==> config.mk <==
export PLATFORM = sky130hd
export DESIGN_NAME = awac_top
export DESIGN_NICKNAME = d
export VERILOG_FILES = /design/src/logic/awac_pkg.sv /design/src/logic/awac_cfg_if.sv /design/src/logic/awac_settle_timer.sv /design/src/logic/awac_top.sv
export SDC_FILE = /design/constraint.sdc
export NUM_CORES = 1
export LEC_CHECK = 0
export ABC_CLOCK_PERIOD_IN_PS = 3200
export BUFFER_PORTS_ARGS = -buffer_cell sky130_fd_sc_hd__buf_2
export CORE_MARGIN = 2
export CORE_UTILIZATION = 35
export CTS_CLUSTER_SIZE = 30
export DETAILED_ROUTE_END_ITERATION = 6
export MAX_ROUTING_LAYER = met4
export PLACE_DENSITY_LB_ADDON = 0.3
export SYNTH_ARGS = -nofsm -noshare
export SYNTH_HDL_FRONTEND = slang
export SYNTH_SLANG_ARGS = --single-unit
==> constraint.sdc <==
create_clock -name CLOCK -period 3.2 [get_ports CLOCK]
set_input_delay 0.16 -clock CLOCK [delete_from_list [all_inputs] [get_ports CLOCK]]
set_output_delay 0.16 -clock CLOCK [all_outputs]
set_load 0.01 [all_outputs]
==> src/logic/awac_pkg.sv <==
package awac_pkg;
  // ==========================================================
  // register map
  localparam logic [7:0]  SETTLE_CFG_OFS  = 8'h0c;
  localparam logic [7:0]  ANALOG_CFG_OFS  = 8'h10;
  localparam logic [7:0]  STATUS_OFS      = 8'h14;
  // ==========================================================
  // settle register fields
  localparam int          SETTLE_DUR_LSB  = 0;
  localparam int          SETTLE_DUR_W    = 5;
  localparam int          SKIP_SETTLE_BIT = 5;
  localparam logic [4:0]  SETTLE_DUR_RST  = 5'h0f;
  localparam logic [31:0] SETTLE_WMASK    = 32'h0000003f;
  // ==========================================================
  // analog register fields
  localparam logic [31:0] ANALOG_WMASK    = 32'h0007fc3f;
  localparam logic [31:0] ANALOG_RST      = 32'h0000a810;
  localparam int          RES_LSB         = 17;
  localparam int          BIAS_BIT        = 16;
  localparam int          CHOP_BIT        = 15;
  localparam int          INBUF_EN_BIT    = 14;
  localparam int          INBUF_CHOP_BIT  = 13;
  localparam int          GAIN_LSB        = 11;
  localparam int          DIFF_BIT        = 10;
  localparam int          VREF_LSB        = 4;
  localparam int          VREF_CHOP_BIT   = 3;
  localparam int          SCF_BYP_BIT     = 2;
  localparam int          PROBE_ON_BIT    = 1;
  localparam int          DIODE_EXT_BIT   = 0;
  localparam logic [1:0]  RES_12BIT       = 2'h0;
  localparam logic [1:0]  GAIN_RESERVED   = 2'h3;
  // ==========================================================
  // timing
  localparam int          CLK_MHZ         = 100;
  localparam int          TICK_US         = 1;
  localparam int          TICK_CYCLES     = (TICK_US * CLK_MHZ < 1) ? 1 : TICK_US * CLK_MHZ;
  // ==========================================================
  // axi responses
  localparam logic [1:0]  RESP_OKAY       = 2'h0;
  localparam logic [1:0]  RESP_SLVERR     = 2'h2;

  typedef enum logic [1:0] {AWAC_IDLE, AWAC_SETTLE, AWAC_READY} awac_state_e;

  function automatic logic [31:0] awac_merge(input logic [31:0] old_v, input logic [31:0] wd,
                                             input logic [3:0] strb, input logic [31:0] msk);
    logic [31:0] r;
    r = old_v;
    for (int i = 0; i < 4; i++) begin
      if (strb[i]) begin
        r[i*8 +: 8] = wd[i*8 +: 8];
      end
    end
    return r & msk;
  endfunction
endpackage

==> src/logic/awac_cfg_if.sv <==
`timescale 1ns/1ps
interface awac_cfg_if;
  logic [31:0] settle_cfg;
  logic [31:0] analog_cfg;
  logic        warm_req;
  logic        warm_done;
  modport regs  (output settle_cfg, output analog_cfg, output warm_req, input warm_done);
  modport timer (input settle_cfg, input warm_req, output warm_done);
endinterface // awac_cfg_if

==> src/logic/awac_settle_timer.sv <==
`timescale 1ns/1ps
module awac_settle_timer
  import awac_pkg::*;
#(
  parameter int TICK_CYC = TICK_CYCLES
) (
  // clock and reset
  input  wire logic CLOCK,
  input  wire logic RST,
  // configuration
  awac_cfg_if.timer cfg
);
  // the divider is 16 bits wide, so longer ticks cannot be counted
  if (TICK_CYC < 1 || TICK_CYC > 65536) begin : g_bad_tick
    $error("tick must be 1 to 65536 cycles");
  end
  // ==========================================================
  // one-microsecond tick divider
  logic [15:0] div_ff;
  logic        tick;
  assign tick = (div_ff == 16'(TICK_CYC - 1));
  always_ff @(posedge CLOCK or posedge RST) begin
    if (RST) begin
      div_ff <= 16'h0000;
    end else if (tick || !cfg.warm_req) begin
      div_ff <= 16'h0000;
    end else begin
      div_ff <= div_ff + 16'h0001;
    end
  end
  // ==========================================================
  // warm-up state machine
  awac_state_e state_ff;
  logic [5:0]  us_ff;
  always_ff @(posedge CLOCK or posedge RST) begin
    if (RST) begin
      state_ff <= AWAC_IDLE;
      us_ff    <= 6'h00;
    end else begin
      unique case (state_ff)
        AWAC_IDLE: begin
          us_ff <= 6'h00;
          if (cfg.warm_req) begin
            if (cfg.settle_cfg[SKIP_SETTLE_BIT]) begin
              state_ff <= AWAC_READY;
            end else begin
              state_ff <= AWAC_SETTLE;
            end
          end
        end
        AWAC_SETTLE: begin
          if (!cfg.warm_req) begin
            state_ff <= AWAC_IDLE;
          end else if (tick) begin
            // duration field plus one microseconds
            if (us_ff == {1'b0, cfg.settle_cfg[SETTLE_DUR_LSB +: SETTLE_DUR_W]}) begin
              state_ff <= AWAC_READY;
            end
            us_ff <= us_ff + 6'h01;
          end
        end
        AWAC_READY: begin
          if (!cfg.warm_req) begin
            state_ff <= AWAC_IDLE;
          end
        end
      endcase
    end
  end
  assign cfg.warm_done = (state_ff == AWAC_READY);
endmodule // awac_settle_timer

==> src/logic/awac_top.sv <==
// How it works
// - skip bit set: no warm-up state, ready at once.
// - skip bit clear: warm-up state timed by the duration field.
// - warm-up lasts duration plus one microseconds; field resets to 0xf.
// - bits 18:17 pick resolution and data rate mode.
// - bit 16 halves modulator bias current.
// - bit 15 chopper, reset 1, applied only in 12-bit mode.
// - bit 14 enables the input gain buffer, reset 0.
// - bit 13 enables the input buffer chopper, reset 1.
// - bits 12:11 set gain 0.5, 1 or 2; code 3 reserved.
// - bit 10 selects single-ended or differential input.
// - bits 5:4 select reference source, reset bandgap.
// - bit 3 enables reference buffer chopper, reset 0.
// - bit 2 bypasses the reference switched-capacitor filter.
// - bit 0 selects internal or external sensing diode.
// - reserved bits are stored as zero and read back zero.
//
// Chosen here: the AXI4-Lite slave port.
`timescale 1ns/1ps
module awac_top
  import awac_pkg::*;
#(
  parameter int ADDR_W = 8
) (
  // clock and reset
  input  wire logic              CLOCK,
  input  wire logic              RST,
  // axi4-lite write address
  input  wire logic [ADDR_W-1:0] S_AXI_AWADDR,
  input  wire logic              S_AXI_AWVALID,
  output      logic              S_AXI_AWREADY,
  // axi4-lite write data
  input  wire logic [31:0]       S_AXI_WDATA,
  input  wire logic [3:0]        S_AXI_WSTRB,
  input  wire logic              S_AXI_WVALID,
  output      logic              S_AXI_WREADY,
  // axi4-lite write response
  output      logic [1:0]        S_AXI_BRESP,
  output      logic              S_AXI_BVALID,
  input  wire logic              S_AXI_BREADY,
  // axi4-lite read address
  input  wire logic [ADDR_W-1:0] S_AXI_ARADDR,
  input  wire logic              S_AXI_ARVALID,
  output      logic              S_AXI_ARREADY,
  // axi4-lite read data
  output      logic [31:0]       S_AXI_RDATA,
  output      logic [1:0]        S_AXI_RRESP,
  output      logic              S_AXI_RVALID,
  input  wire logic              S_AXI_RREADY,
  // converter sequencing
  input  wire logic              WARMUP_REQ,
  output      logic              CONVERT_ALLOW,
  // analog front end controls
  output      logic [1:0]        RES_MODE,
  output      logic              BIAS_HALF,
  output      logic              CONV_CHOP_EN,
  output      logic              INBUF_EN,
  output      logic              INBUF_CHOP_EN,
  output      logic [1:0]        INBUF_GAIN,
  output      logic              DIFF_INPUT,
  output      logic [1:0]        VREF_SRC,
  output      logic              VREF_CHOP_EN,
  output      logic              VREF_SCF_BYPASS,
  output      logic              THERMAL_PROBE_ON,
  output      logic              DIODE_EXTERNAL
);
  if (ADDR_W < 8) begin : g_bad_addr_w
    $error("address width must be at least 8");
  end

  awac_cfg_if cfg ();

  logic [31:0] settle_ff;
  logic [31:0] analog_ff;
  logic        warm_req_ff;

  // ==========================================================
  // write channel: address and data taken in either order
  logic [ADDR_W-1:0] aw_addr_ff;
  logic              aw_have_ff;
  logic [31:0]       w_data_ff;
  logic [3:0]        w_strb_ff;
  logic              w_have_ff;
  logic              bvalid_ff;
  logic [1:0]        bresp_ff;
  logic              do_write;

  assign S_AXI_AWREADY = !aw_have_ff && !bvalid_ff;
  assign S_AXI_WREADY  = !w_have_ff && !bvalid_ff;
  assign do_write      = aw_have_ff && w_have_ff && !bvalid_ff;
  assign S_AXI_BVALID  = bvalid_ff;
  assign S_AXI_BRESP   = bresp_ff;

  always_ff @(posedge CLOCK or posedge RST) begin
    if (RST) begin
      aw_have_ff <= 1'b0;
      aw_addr_ff <= '0;
    end else if (S_AXI_AWVALID && S_AXI_AWREADY) begin
      aw_have_ff <= 1'b1;
      aw_addr_ff <= S_AXI_AWADDR;
    end else if (do_write) begin
      aw_have_ff <= 1'b0;
    end
  end

  always_ff @(posedge CLOCK or posedge RST) begin
    if (RST) begin
      w_have_ff <= 1'b0;
      w_data_ff <= 32'h00000000;
      w_strb_ff <= 4'h0;
    end else if (S_AXI_WVALID && S_AXI_WREADY) begin
      w_have_ff <= 1'b1;
      w_data_ff <= S_AXI_WDATA;
      w_strb_ff <= S_AXI_WSTRB;
    end else if (do_write) begin
      w_have_ff <= 1'b0;
    end
  end

  logic wr_settle;
  logic wr_analog;
  logic wr_status;
  assign wr_settle = do_write && (aw_addr_ff[7:0] == SETTLE_CFG_OFS);
  assign wr_analog = do_write && (aw_addr_ff[7:0] == ANALOG_CFG_OFS);
  assign wr_status = do_write && (aw_addr_ff[7:0] == STATUS_OFS);

  always_ff @(posedge CLOCK or posedge RST) begin
    if (RST) begin
      bvalid_ff <= 1'b0;
      bresp_ff  <= RESP_OKAY;
    end else if (do_write) begin
      bvalid_ff <= 1'b1;
      bresp_ff  <= (wr_settle || wr_analog || wr_status) ? RESP_OKAY : RESP_SLVERR;
    end else if (S_AXI_BREADY) begin
      bvalid_ff <= 1'b0;
    end
  end

  // ==========================================================
  // registers; reserved bits masked to zero on write
  always_ff @(posedge CLOCK or posedge RST) begin
    if (RST) begin
      settle_ff <= {26'h0000000, 1'b0, SETTLE_DUR_RST};
    end else if (wr_settle) begin
      settle_ff <= awac_merge(settle_ff, w_data_ff, w_strb_ff, SETTLE_WMASK);
    end
  end

  always_ff @(posedge CLOCK or posedge RST) begin
    if (RST) begin
      analog_ff <= ANALOG_RST;
    end else if (wr_analog) begin
      analog_ff <= awac_merge(analog_ff, w_data_ff, w_strb_ff, ANALOG_WMASK);
    end
  end

  // status bit 1 is a software warm-up request, ored with the pin
  logic sw_req_ff;
  always_ff @(posedge CLOCK or posedge RST) begin
    if (RST) begin
      sw_req_ff <= 1'b0;
    end else if (wr_status && w_strb_ff[0]) begin
      sw_req_ff <= w_data_ff[1];
    end
  end

  always_ff @(posedge CLOCK or posedge RST) begin
    if (RST) begin
      warm_req_ff <= 1'b0;
    end else begin
      warm_req_ff <= WARMUP_REQ || sw_req_ff;
    end
  end

  assign cfg.settle_cfg = settle_ff;
  assign cfg.analog_cfg = analog_ff;
  assign cfg.warm_req   = warm_req_ff;

  awac_settle_timer #(
    .TICK_CYC (TICK_CYCLES)
  ) u_timer (
    .CLOCK (CLOCK),
    .RST   (RST),
    .cfg   (cfg)
  );

  // ==========================================================
  // read channel, one cycle latency
  logic        rvalid_ff;
  logic [31:0] rdata_ff;
  logic [1:0]  rresp_ff;
  logic [7:0]  ra;
  assign ra            = S_AXI_ARADDR[7:0];
  assign S_AXI_ARREADY = !rvalid_ff;
  assign S_AXI_RVALID  = rvalid_ff;
  assign S_AXI_RDATA   = rdata_ff;
  assign S_AXI_RRESP   = rresp_ff;

  always_ff @(posedge CLOCK or posedge RST) begin
    if (RST) begin
      rvalid_ff <= 1'b0;
      rdata_ff  <= 32'h00000000;
      rresp_ff  <= RESP_OKAY;
    end else if (S_AXI_ARVALID && S_AXI_ARREADY) begin
      rvalid_ff <= 1'b1;
      rresp_ff  <= RESP_OKAY;
      if (ra == SETTLE_CFG_OFS) begin
        rdata_ff <= settle_ff;
      end else if (ra == ANALOG_CFG_OFS) begin
        rdata_ff <= analog_ff;
      end else if (ra == STATUS_OFS) begin
        rdata_ff <= {30'h00000000, sw_req_ff, cfg.warm_done};
      end else begin
        rdata_ff <= 32'h00000000;
        rresp_ff <= RESP_SLVERR;
      end
    end else if (S_AXI_RREADY) begin
      rvalid_ff <= 1'b0;
    end
  end

  // ==========================================================
  // conversion permission from warm-up done, registered
  always_ff @(posedge CLOCK or posedge RST) begin
    if (RST) begin
      CONVERT_ALLOW <= 1'b0;
    end else begin
      CONVERT_ALLOW <= cfg.warm_done;
    end
  end

  // ==========================================================
  // converter core controls
  // each control keeps its own flop; a resolution change touches both RES_MODE and CONV_CHOP_EN
  always_ff @(posedge CLOCK or posedge RST) begin
    if (RST) begin
      RES_MODE <= ANALOG_RST[RES_LSB +: 2];
    end else begin
      RES_MODE <= analog_ff[RES_LSB +: 2];
    end
  end

  always_ff @(posedge CLOCK or posedge RST) begin
    if (RST) begin
      BIAS_HALF <= 1'b0;
    end else begin
      BIAS_HALF <= analog_ff[BIAS_BIT];
    end
  end

  // chopper is meaningless outside 12-bit mode, so it is forced off there
  always_ff @(posedge CLOCK or posedge RST) begin
    if (RST) begin
      CONV_CHOP_EN <= 1'b0;
    end else begin
      CONV_CHOP_EN <= analog_ff[CHOP_BIT] && (analog_ff[RES_LSB +: 2] == RES_12BIT);
    end
  end

  // ==========================================================
  // input buffer controls
  always_ff @(posedge CLOCK or posedge RST) begin
    if (RST) begin
      INBUF_EN <= 1'b0;
    end else begin
      INBUF_EN <= analog_ff[INBUF_EN_BIT];
    end
  end

  always_ff @(posedge CLOCK or posedge RST) begin
    if (RST) begin
      INBUF_CHOP_EN <= 1'b0;
    end else begin
      INBUF_CHOP_EN <= analog_ff[INBUF_CHOP_BIT];
    end
  end

  // reserved gain code falls back to unity rather than an undefined setting
  always_ff @(posedge CLOCK or posedge RST) begin
    if (RST) begin
      INBUF_GAIN <= 2'h0;
    end else if (analog_ff[GAIN_LSB +: 2] == GAIN_RESERVED) begin
      INBUF_GAIN <= ANALOG_RST[GAIN_LSB +: 2];
    end else begin
      INBUF_GAIN <= analog_ff[GAIN_LSB +: 2];
    end
  end

  always_ff @(posedge CLOCK or posedge RST) begin
    if (RST) begin
      DIFF_INPUT <= 1'b0;
    end else begin
      DIFF_INPUT <= analog_ff[DIFF_BIT];
    end
  end

  // ==========================================================
  // reference controls
  // codes 2 and 3 borrow an analog input pin; all four codes are legal
  always_ff @(posedge CLOCK or posedge RST) begin
    if (RST) begin
      VREF_SRC <= 2'h0;
    end else begin
      VREF_SRC <= analog_ff[VREF_LSB +: 2];
    end
  end

  always_ff @(posedge CLOCK or posedge RST) begin
    if (RST) begin
      VREF_CHOP_EN <= 1'b0;
    end else begin
      VREF_CHOP_EN <= analog_ff[VREF_CHOP_BIT];
    end
  end

  always_ff @(posedge CLOCK or posedge RST) begin
    if (RST) begin
      VREF_SCF_BYPASS <= 1'b0;
    end else begin
      VREF_SCF_BYPASS <= analog_ff[SCF_BYP_BIT];
    end
  end

  // ==========================================================
  // thermal probe controls
  // probe bit passes as written; keeping it to sensor channels is up to software
  always_ff @(posedge CLOCK or posedge RST) begin
    if (RST) begin
      THERMAL_PROBE_ON <= 1'b0;
    end else begin
      THERMAL_PROBE_ON <= analog_ff[PROBE_ON_BIT];
    end
  end

  always_ff @(posedge CLOCK or posedge RST) begin
    if (RST) begin
      DIODE_EXTERNAL <= 1'b0;
    end else begin
      DIODE_EXTERNAL <= analog_ff[DIODE_EXT_BIT];
    end
  end
endmodule // awac_top

==> results of run 1 <==
[cell type report]
type | count | share of cell area
tap | 180 | 0.0395
clock buffer | 12 | 0.0432
clock inverter | 4 | 0.00592
multi-input combinational | 258 | 0.335
timing repair buffer | 86 | 0.0825
inverter | 14 | 0.00966
sequential | 110 | 0.485
[worst max-delay path, delay by kind of cell, from the launching register on]
family	cells	cell delay [ps]
and+or+nand+nor	4	1490
DFF	1	470
adders and majority gates	1	360
[metal layers]
metal | vias to the layer above | share of wire
li1 | 1541 | -
met1 | 1594 | 0.46
met2 | 72 | 0.47
met3 | 10 | 0.042
met4 | 0 | 0.020
met5 | - | 0
[power groups by stage]
stage	clock, mW	combinational, mW	sequential [mW]
after floorplan	0	0.540	1.82
after global placement	0	0.675	1.86
after detailed placement	0	0.704	1.87
after CTS	1.09	0.708	1.85
after global routing	1.15	0.780	1.88
final	1.07	0.694	1.84
[sequential cells by signal (all words and copies together), names as in the netlist, 3 cells and up]
register and flops:
analog_ff 15, cfg.settle_cfg 6, S_AXI_RDATA 15, u_timer.us_ff 6, aw_addr_ff 8, u_timer.div_ff 16, w_data_ff 15, w_strb_ff 3
[synth_stat cells, types with 2 or more instances]
cell        n
and3_1      3
nand3b_1    3
and2_1      2
or4_1       2
o21ai_0    17
dfstp_2     8
nand3_1    10
nand2_1    19
buf_4      19
xor2_1      2
or3_1       6
nor4_1      5
dfrtp_1   102
inv_1      14
nor4_4      3
ha_1        5
o21a_1      2
nand2b_1    3
nor3_1     11
a21o_1      2
a21oi_1     7
a22o_1     11
buf_2       3
nor2b_1     7
mux2_2     47
a22oi_1     6
xnor2_1    15
clkbuf_1    9
nand4_1    11
nor2_1     19
[final timing paths]
kind                                         from           endpoint  slack [ps]  cells after the start
worst max register to register  u_timer.div_ff[0]  u_timer.div_ff[3]         730                      5
worst min register to register      analog_ff[13]      INBUF_CHOP_EN         410                      0
max in group asynchronous                     RST  cfg.settle_cfg[2]        1970                      4
min in group asynchronous                     RST      aw_addr_ff[6]         440                      3
worst max-delay path            u_timer.div_ff[0]  u_timer.div_ff[3]         730                      5
worst min-delay path               S_AXI_WSTRB[1]       w_strb_ff[1]          20                      3
[cell usage in the layout (no fill, tap or decap), types with 4 or more instances in the layout]
cell type	synthesis	final
dfrtp_1	102	102
buf_2	3	79
mux2_2	47	47
nand2_1	19	19
nor2_1	19	19
conb_1	1	19
o21ai_0	17	17
xnor2_1	15	15
inv_1	14	13
nor3_1	11	11
nand4_1	11	11
a22o_1	11	11
nand3_1	10	10
clkbuf_16	0	9
dfstp_2	8	8
nor2b_1	7	7
a21oi_1	7	7
or3_1	6	6
a22oi_1	6	6
nor4_1	5	5
ha_1	5	5
dlygate4sd3_1	0	4
[per-stage QoR]
step | instances | worst slack [ps]
2_1_floorplan | 413 | 151
3_3_place_gp | 644 | 824
3_5_place_dp | 644 | 739
4_1_cts | 664 | 726
5_1_grt | 664 | 430
6_report | 664 | 733
[cell families (layout without fill, tap and decap cells)]
group | count (synthesis) | in the layout | share of synthesized area
AOI/OAI and AO/OA | 53 | 53 | 0.0741
xor gates and xnor gates | 17 | 17 | 0.0307
muxes | 48 | 48 | 0.111
DFF | 110 | 110 | 0.570
and+or+nand+nor | 116 | 116 | 0.150
buffers and inverters | 45 | 116 | 0.0503
other | 1 | 19 | 0.000774
adders and majority gates | 5 | 5 | 0.0129
==> flow_summary.ini, run 1 <==
[synthesis]
synth_top_area_cell = dfrtp_1
synth_edf_count = 0
avgSynthCellArea_um2 = 12.3
netlist_area_mm2 = 0.00485
yosysUniqueCellTypes = 52
yosys.area.top_type_share = 0.527
yosysSeqAreaShare = 0.570
netlist_instances = 395
netlist_top_cells_area = dfrtp_1, mux2_2, dfstp_2, buf_4, xnor2_1
ys_ff_latch = 110
synth_flop_cell = dfrtp_1
synthArstFlopShare = 1.00
ys_warn_count = 0

[clock_network]
cts.sink_count = 110
clk_pin_slew_ps = 70
cts_root_buf = clkbuf_16
tritoncts = built
postCtsSetupRepairBufs = 0
clock_latency_ps = 350
htree_levels = 3
clockBufferDepth = 2
cts_buffers = 9
cts_resized = 0
hold_buffers = 4

[global_route]
grt.busiest_layer = met2
grt_pass1_wl_um = 15900
grt_use_total = 0.144
grt_overflow = 0
grt_use_met1 = 0.183
grt_pass1_vias = 3192
grt_util_met3 = 0.0229
grt_antenna_before_repair = 0
grt_max_degree = 53
grt_use_met2 = 0.225

[setup_path]
end_kind = flop
crit_chain = ha_1 > nor4b_2 > nand4_1 > nand2_1 > nor2_1
critical-path-max-stage-delay_ps = 610
cp_max_fo = 15
critPathArrivalTime_ps = 2680
critical_path_required_ps = 3420
worst_setup_path_start_kind = flop
crit_path_top_delay_cell = nand2_1
path_class = reg2reg

[sta]
final-hold-violation-count = 0
max_freq_mhz = 405
whs_ps = 20.7
period_share = 0.771
post-route-min-period_ps = 2470
slew_viol_final = 0
slew_headroom = 0.436
tightestPinTransition_ps = 846
clock_skew_ps = 9.47
tns_ps = 0
setup_viol = 0
rsz0062_at_grt = false

[hold_path]
hold_class = in2reg

[pwr]
vdd_drop_max_mv = 0.315
intPower_mw = 2.55
p_sw_frac = 0.292
leakage_nw = 2.66
p_per_area_mw_per_mm2 = 632
p_sw_mw = 1.05
comb_power_share = 0.192
p_clk_frac = 0.296
power_mw = 3.61
seq_power_share = 0.511

[route]
drt-pass1-iter-count = 4
drtAntennaViolNets = 0
wl_per_cell_um = 14.6
viasPerCell = 4.84
drc = 0
drt_iter0_drc = 139
drt_wl_total_um = 9720
vias = 3217

[place]
place_area_mm2 = 0.00538
io_buffers = 79
place_hpwl_um = 7050
gp_congestion = 0.772

[floorplan]
rows = 43
die_area_mm2 = 0.0148
start_util = 0.353
die_y_um = 122
core_area_mm2 = 0.0137
ios = 117
chipWidth_um = 122

[layout]
multi_input_area_mm2 = 0.00191
drive_above_1_share = 0.341
syn2layout_area_growth_pct = 17.6
design_area_mm2 = 0.00570
seq_area_mm2 = 0.00276
final_core_util = 0.416
fin_nets = 544
insertedDiodeCount = 0
fillers = 1313

[run_status]
status = finished, final reports clean

[flow_run]
maxCapViolCount = 0
Power figures use the tool's default switching activity.
==> run 2, diff against run 1 <==
- ABC_AREA: unset -> 1
- ABC_CLOCK_PERIOD_IN_PS: 3200 -> 2100
- clock period: 3.2 -> 2.1 ns (I/O delays scaled with it)
==> flow_summary.ini, run 2 <==
[run_status]
status = finished, final reports clean

[setup_path]
reg2regPathDepth = 8
cp_max_fo = 4
worst_setup_path_start_kind = flop
r2r_start = u_timer.div_ff[0]
reg2reg_to = u_timer.div_ff[14]
r2r_setup_slack_ps = 520
end_kind = flop
path_class = reg2reg
critPathArrivalTime_ps = 1810
critical_path_required_ps = 2330

[synthesis]
synth_flop_cell = dfrtp_1
yosysMostFrequentCell = nand2_1
netlist_instances = 558
ys_warn_count = 0
avgSynthCellArea_um2 = 9.03
yosysSeqAreaShare = 0.549
synth_top_area_cell = dfrtp_1
netlist_area_mm2 = 0.00504
ys_ff_latch = 110
netlist_top_cells_area = dfrtp_1, nand2_1, nand3_1, nor2_1, dfstp_2
synthArstFlopShare = 1.00
yosys.area.top_type_share = 0.507
synth_edf_count = 0
ys_top_cells_by_count = nand2_1, dfrtp_1, nor2_1
yosysUniqueCellTypes = 36

[hold_path]
hold_depth = 3
whs_endpoint = w_data_ff[4]
hold_class = in2reg
worstHoldStart = S_AXI_WDATA[4]

[pwr]
p_per_area_mw_per_mm2 = 976
p_sw_mw = 1.92
leakage_nw = 3.07
comb_power_share = 0.224
intPower_mw = 4.06
p_sw_frac = 0.321
vdd_drop_max_mv = 0.536
seq_power_share = 0.477
p_clk_frac = 0.298

[place]
dp_slack_ps = 549
place_area_mm2 = 0.00557
io_buffers = 79
place_hpwl_um = 7730
gp_congestion = 0.801

[clock_network]
postCtsSetupRepairBufs = 0
tritoncts = built
clk_pin_slew_ps = 80
htree_levels = 3
cts.sink_count = 110
clockBufferDepth = 2
cts_root_buf = clkbuf_16
cts_buffers = 9
clock_latency_ps = 360

[layout]
drive_above_1_share = 0.234
syn2layout_area_growth_pct = 21.7
final_common_cell = nand2_1
regMostFlops = u_timer.div_ff
insertedDiodeCount = 0
largest_register_ffs = 16
design_area_mm2 = 0.00613
final_cell_mix = nand2_1, dfrtp_1, buf_2
fin_nets = 730
fillers = 1373

[route]
wl_per_cell_um = 12.7
drt_iter0_drc = 200
drtAntennaViolNets = 0
vias = 3883
drt-pass1-iter-count = 4
drc = 0
viasPerCell = 4.57
drt_wl_total_um = 10800

[floorplan]
rows = 43
chipWidth_um = 124
ios = 117
core_area_mm2 = 0.0140
die_area_mm2 = 0.0154
die_y_um = 124
start_util = 0.360

[global_route]
grt_antenna_before_repair = 0
grt_max_degree = 57
grt_overflow = 0
grt_pass1_wl_um = 17500
grt_pass1_vias = 3545
grt_use_total = 0.152

[sta]
setup_viol = 0
rsz0062_at_grt = false
slew_headroom = 0.617
post-route-min-period_ps = 1580
tightestPinTransition_ps = 573
tns_ps = 0
final-hold-violation-count = 0
slew_viol_final = 0
clock_skew_ps = 8.61
max_freq_mhz = 633
period_share = 0.753
fin_ws_ps = 519

[flow_run]
maxCapViolCount = 0
run 2: changes by cell type in the layout (fill, tap and decap cells not counted), moves of 10 or more:
cell	change
nor2_1	+45
nand3_1	+38
nand2_2	+10
inv_1	+42
dlygate4sd3_1	+21
mux2_2	-30
xnor2_1	-14
a22o_1	-11
nand2_1	+109
run 2: worst max-delay path, stage by stage, from the launching register on:
cell	delay, ps
dfrtp_1	370
ha_1	220
nand2_1	110
nor2_1	250
nand2_1	140
nor2_2	160
nand2_1	70
nor2_1	90
nor3_1	50
run 2: what timing repair did:
| action | 4_1_cts | 5_1_grt |
|---|---|---|
| hold buffers | 25 | 0 |
| gates resized for setup | 0 | 0 |
| endpoints found under the hold margin | 46 | 0 |
run 2: per-stage QoR:
stage	power, mW	hold slack (ps)	instances	util
after detailed placement	4.21	192	809	0.398
final	5.98	15.7	850	0.438
after global routing	6.36	28.7	850	0.438
after global placement	4.15	189	809	0.398
after floorplan	3.85	201	576	-
after CTS	6.04	0.130	850	0.438
run 2: final cells by class:
class / count / area [um2] / area share
flip-flops and latches: 110 / 2760 / 0.451
inverters: 59 / 225 / 0.0367
clock buffers: 10 / 229 / 0.0374
clock inverters: 6 / 77.6 / 0.0127
well taps: 180 / 225 / 0.0367
multi-input cells: 377 / 1910 / 0.311
repair buffers: 108 / 701 / 0.114
run 2: kinds of logic (layout without fill, tap and decap cells):
family,Yosys count,count (layout),share of synthesized area
simple gates,286,286,0.252
mux,18,18,0.0400
other cells,1,19,0.000745
buf+inv,89,183,0.0857
compound gates,43,43,0.0502
fa+ha+maj,5,5,0.0124
flops,110,110,0.549
xor+xnor,6,6,0.0104
run 2: worst max-delay path by stage:
stage,depth (start not counted),to,start
2_1_floorplan,1,BIAS_HALF,RST
3_3_place_gp,8,u_timer.div_ff[14],u_timer.div_ff[0]
3_5_place_dp,5,cfg.settle_cfg[1],S_AXI_BVALID
4_1_cts,8,u_timer.div_ff[14],u_timer.div_ff[0]
5_1_grt,9,u_timer.us_ff[5],u_timer.state_ff[1]
6_report,8,u_timer.div_ff[14],u_timer.div_ff[0]
run 2: power groups by stage:
stage / clock network [mW] / registers, mW / logic, mW
3_3_place_gp: 0 / 2.87 / 1.27
4_1_cts: 1.83 / 2.85 / 1.36
6_report: 1.78 / 2.85 / 1.34
5_1_grt: 1.90 / 2.92 / 1.54
2_1_floorplan: 0 / 2.82 / 1.03
3_5_place_dp: 0 / 2.89 / 1.32
run 2: metal layers:
metal / share of wire / vias to the layer above / global-route usage
met5: 0 / - / -
met4: 0.018 / 0 / 0.0590
met3: 0.036 / 14 / 0.0261
met2: 0.45 / 82 / 0.220
met1: 0.49 / 1833 / 0.213
li1: - / 1954 / -
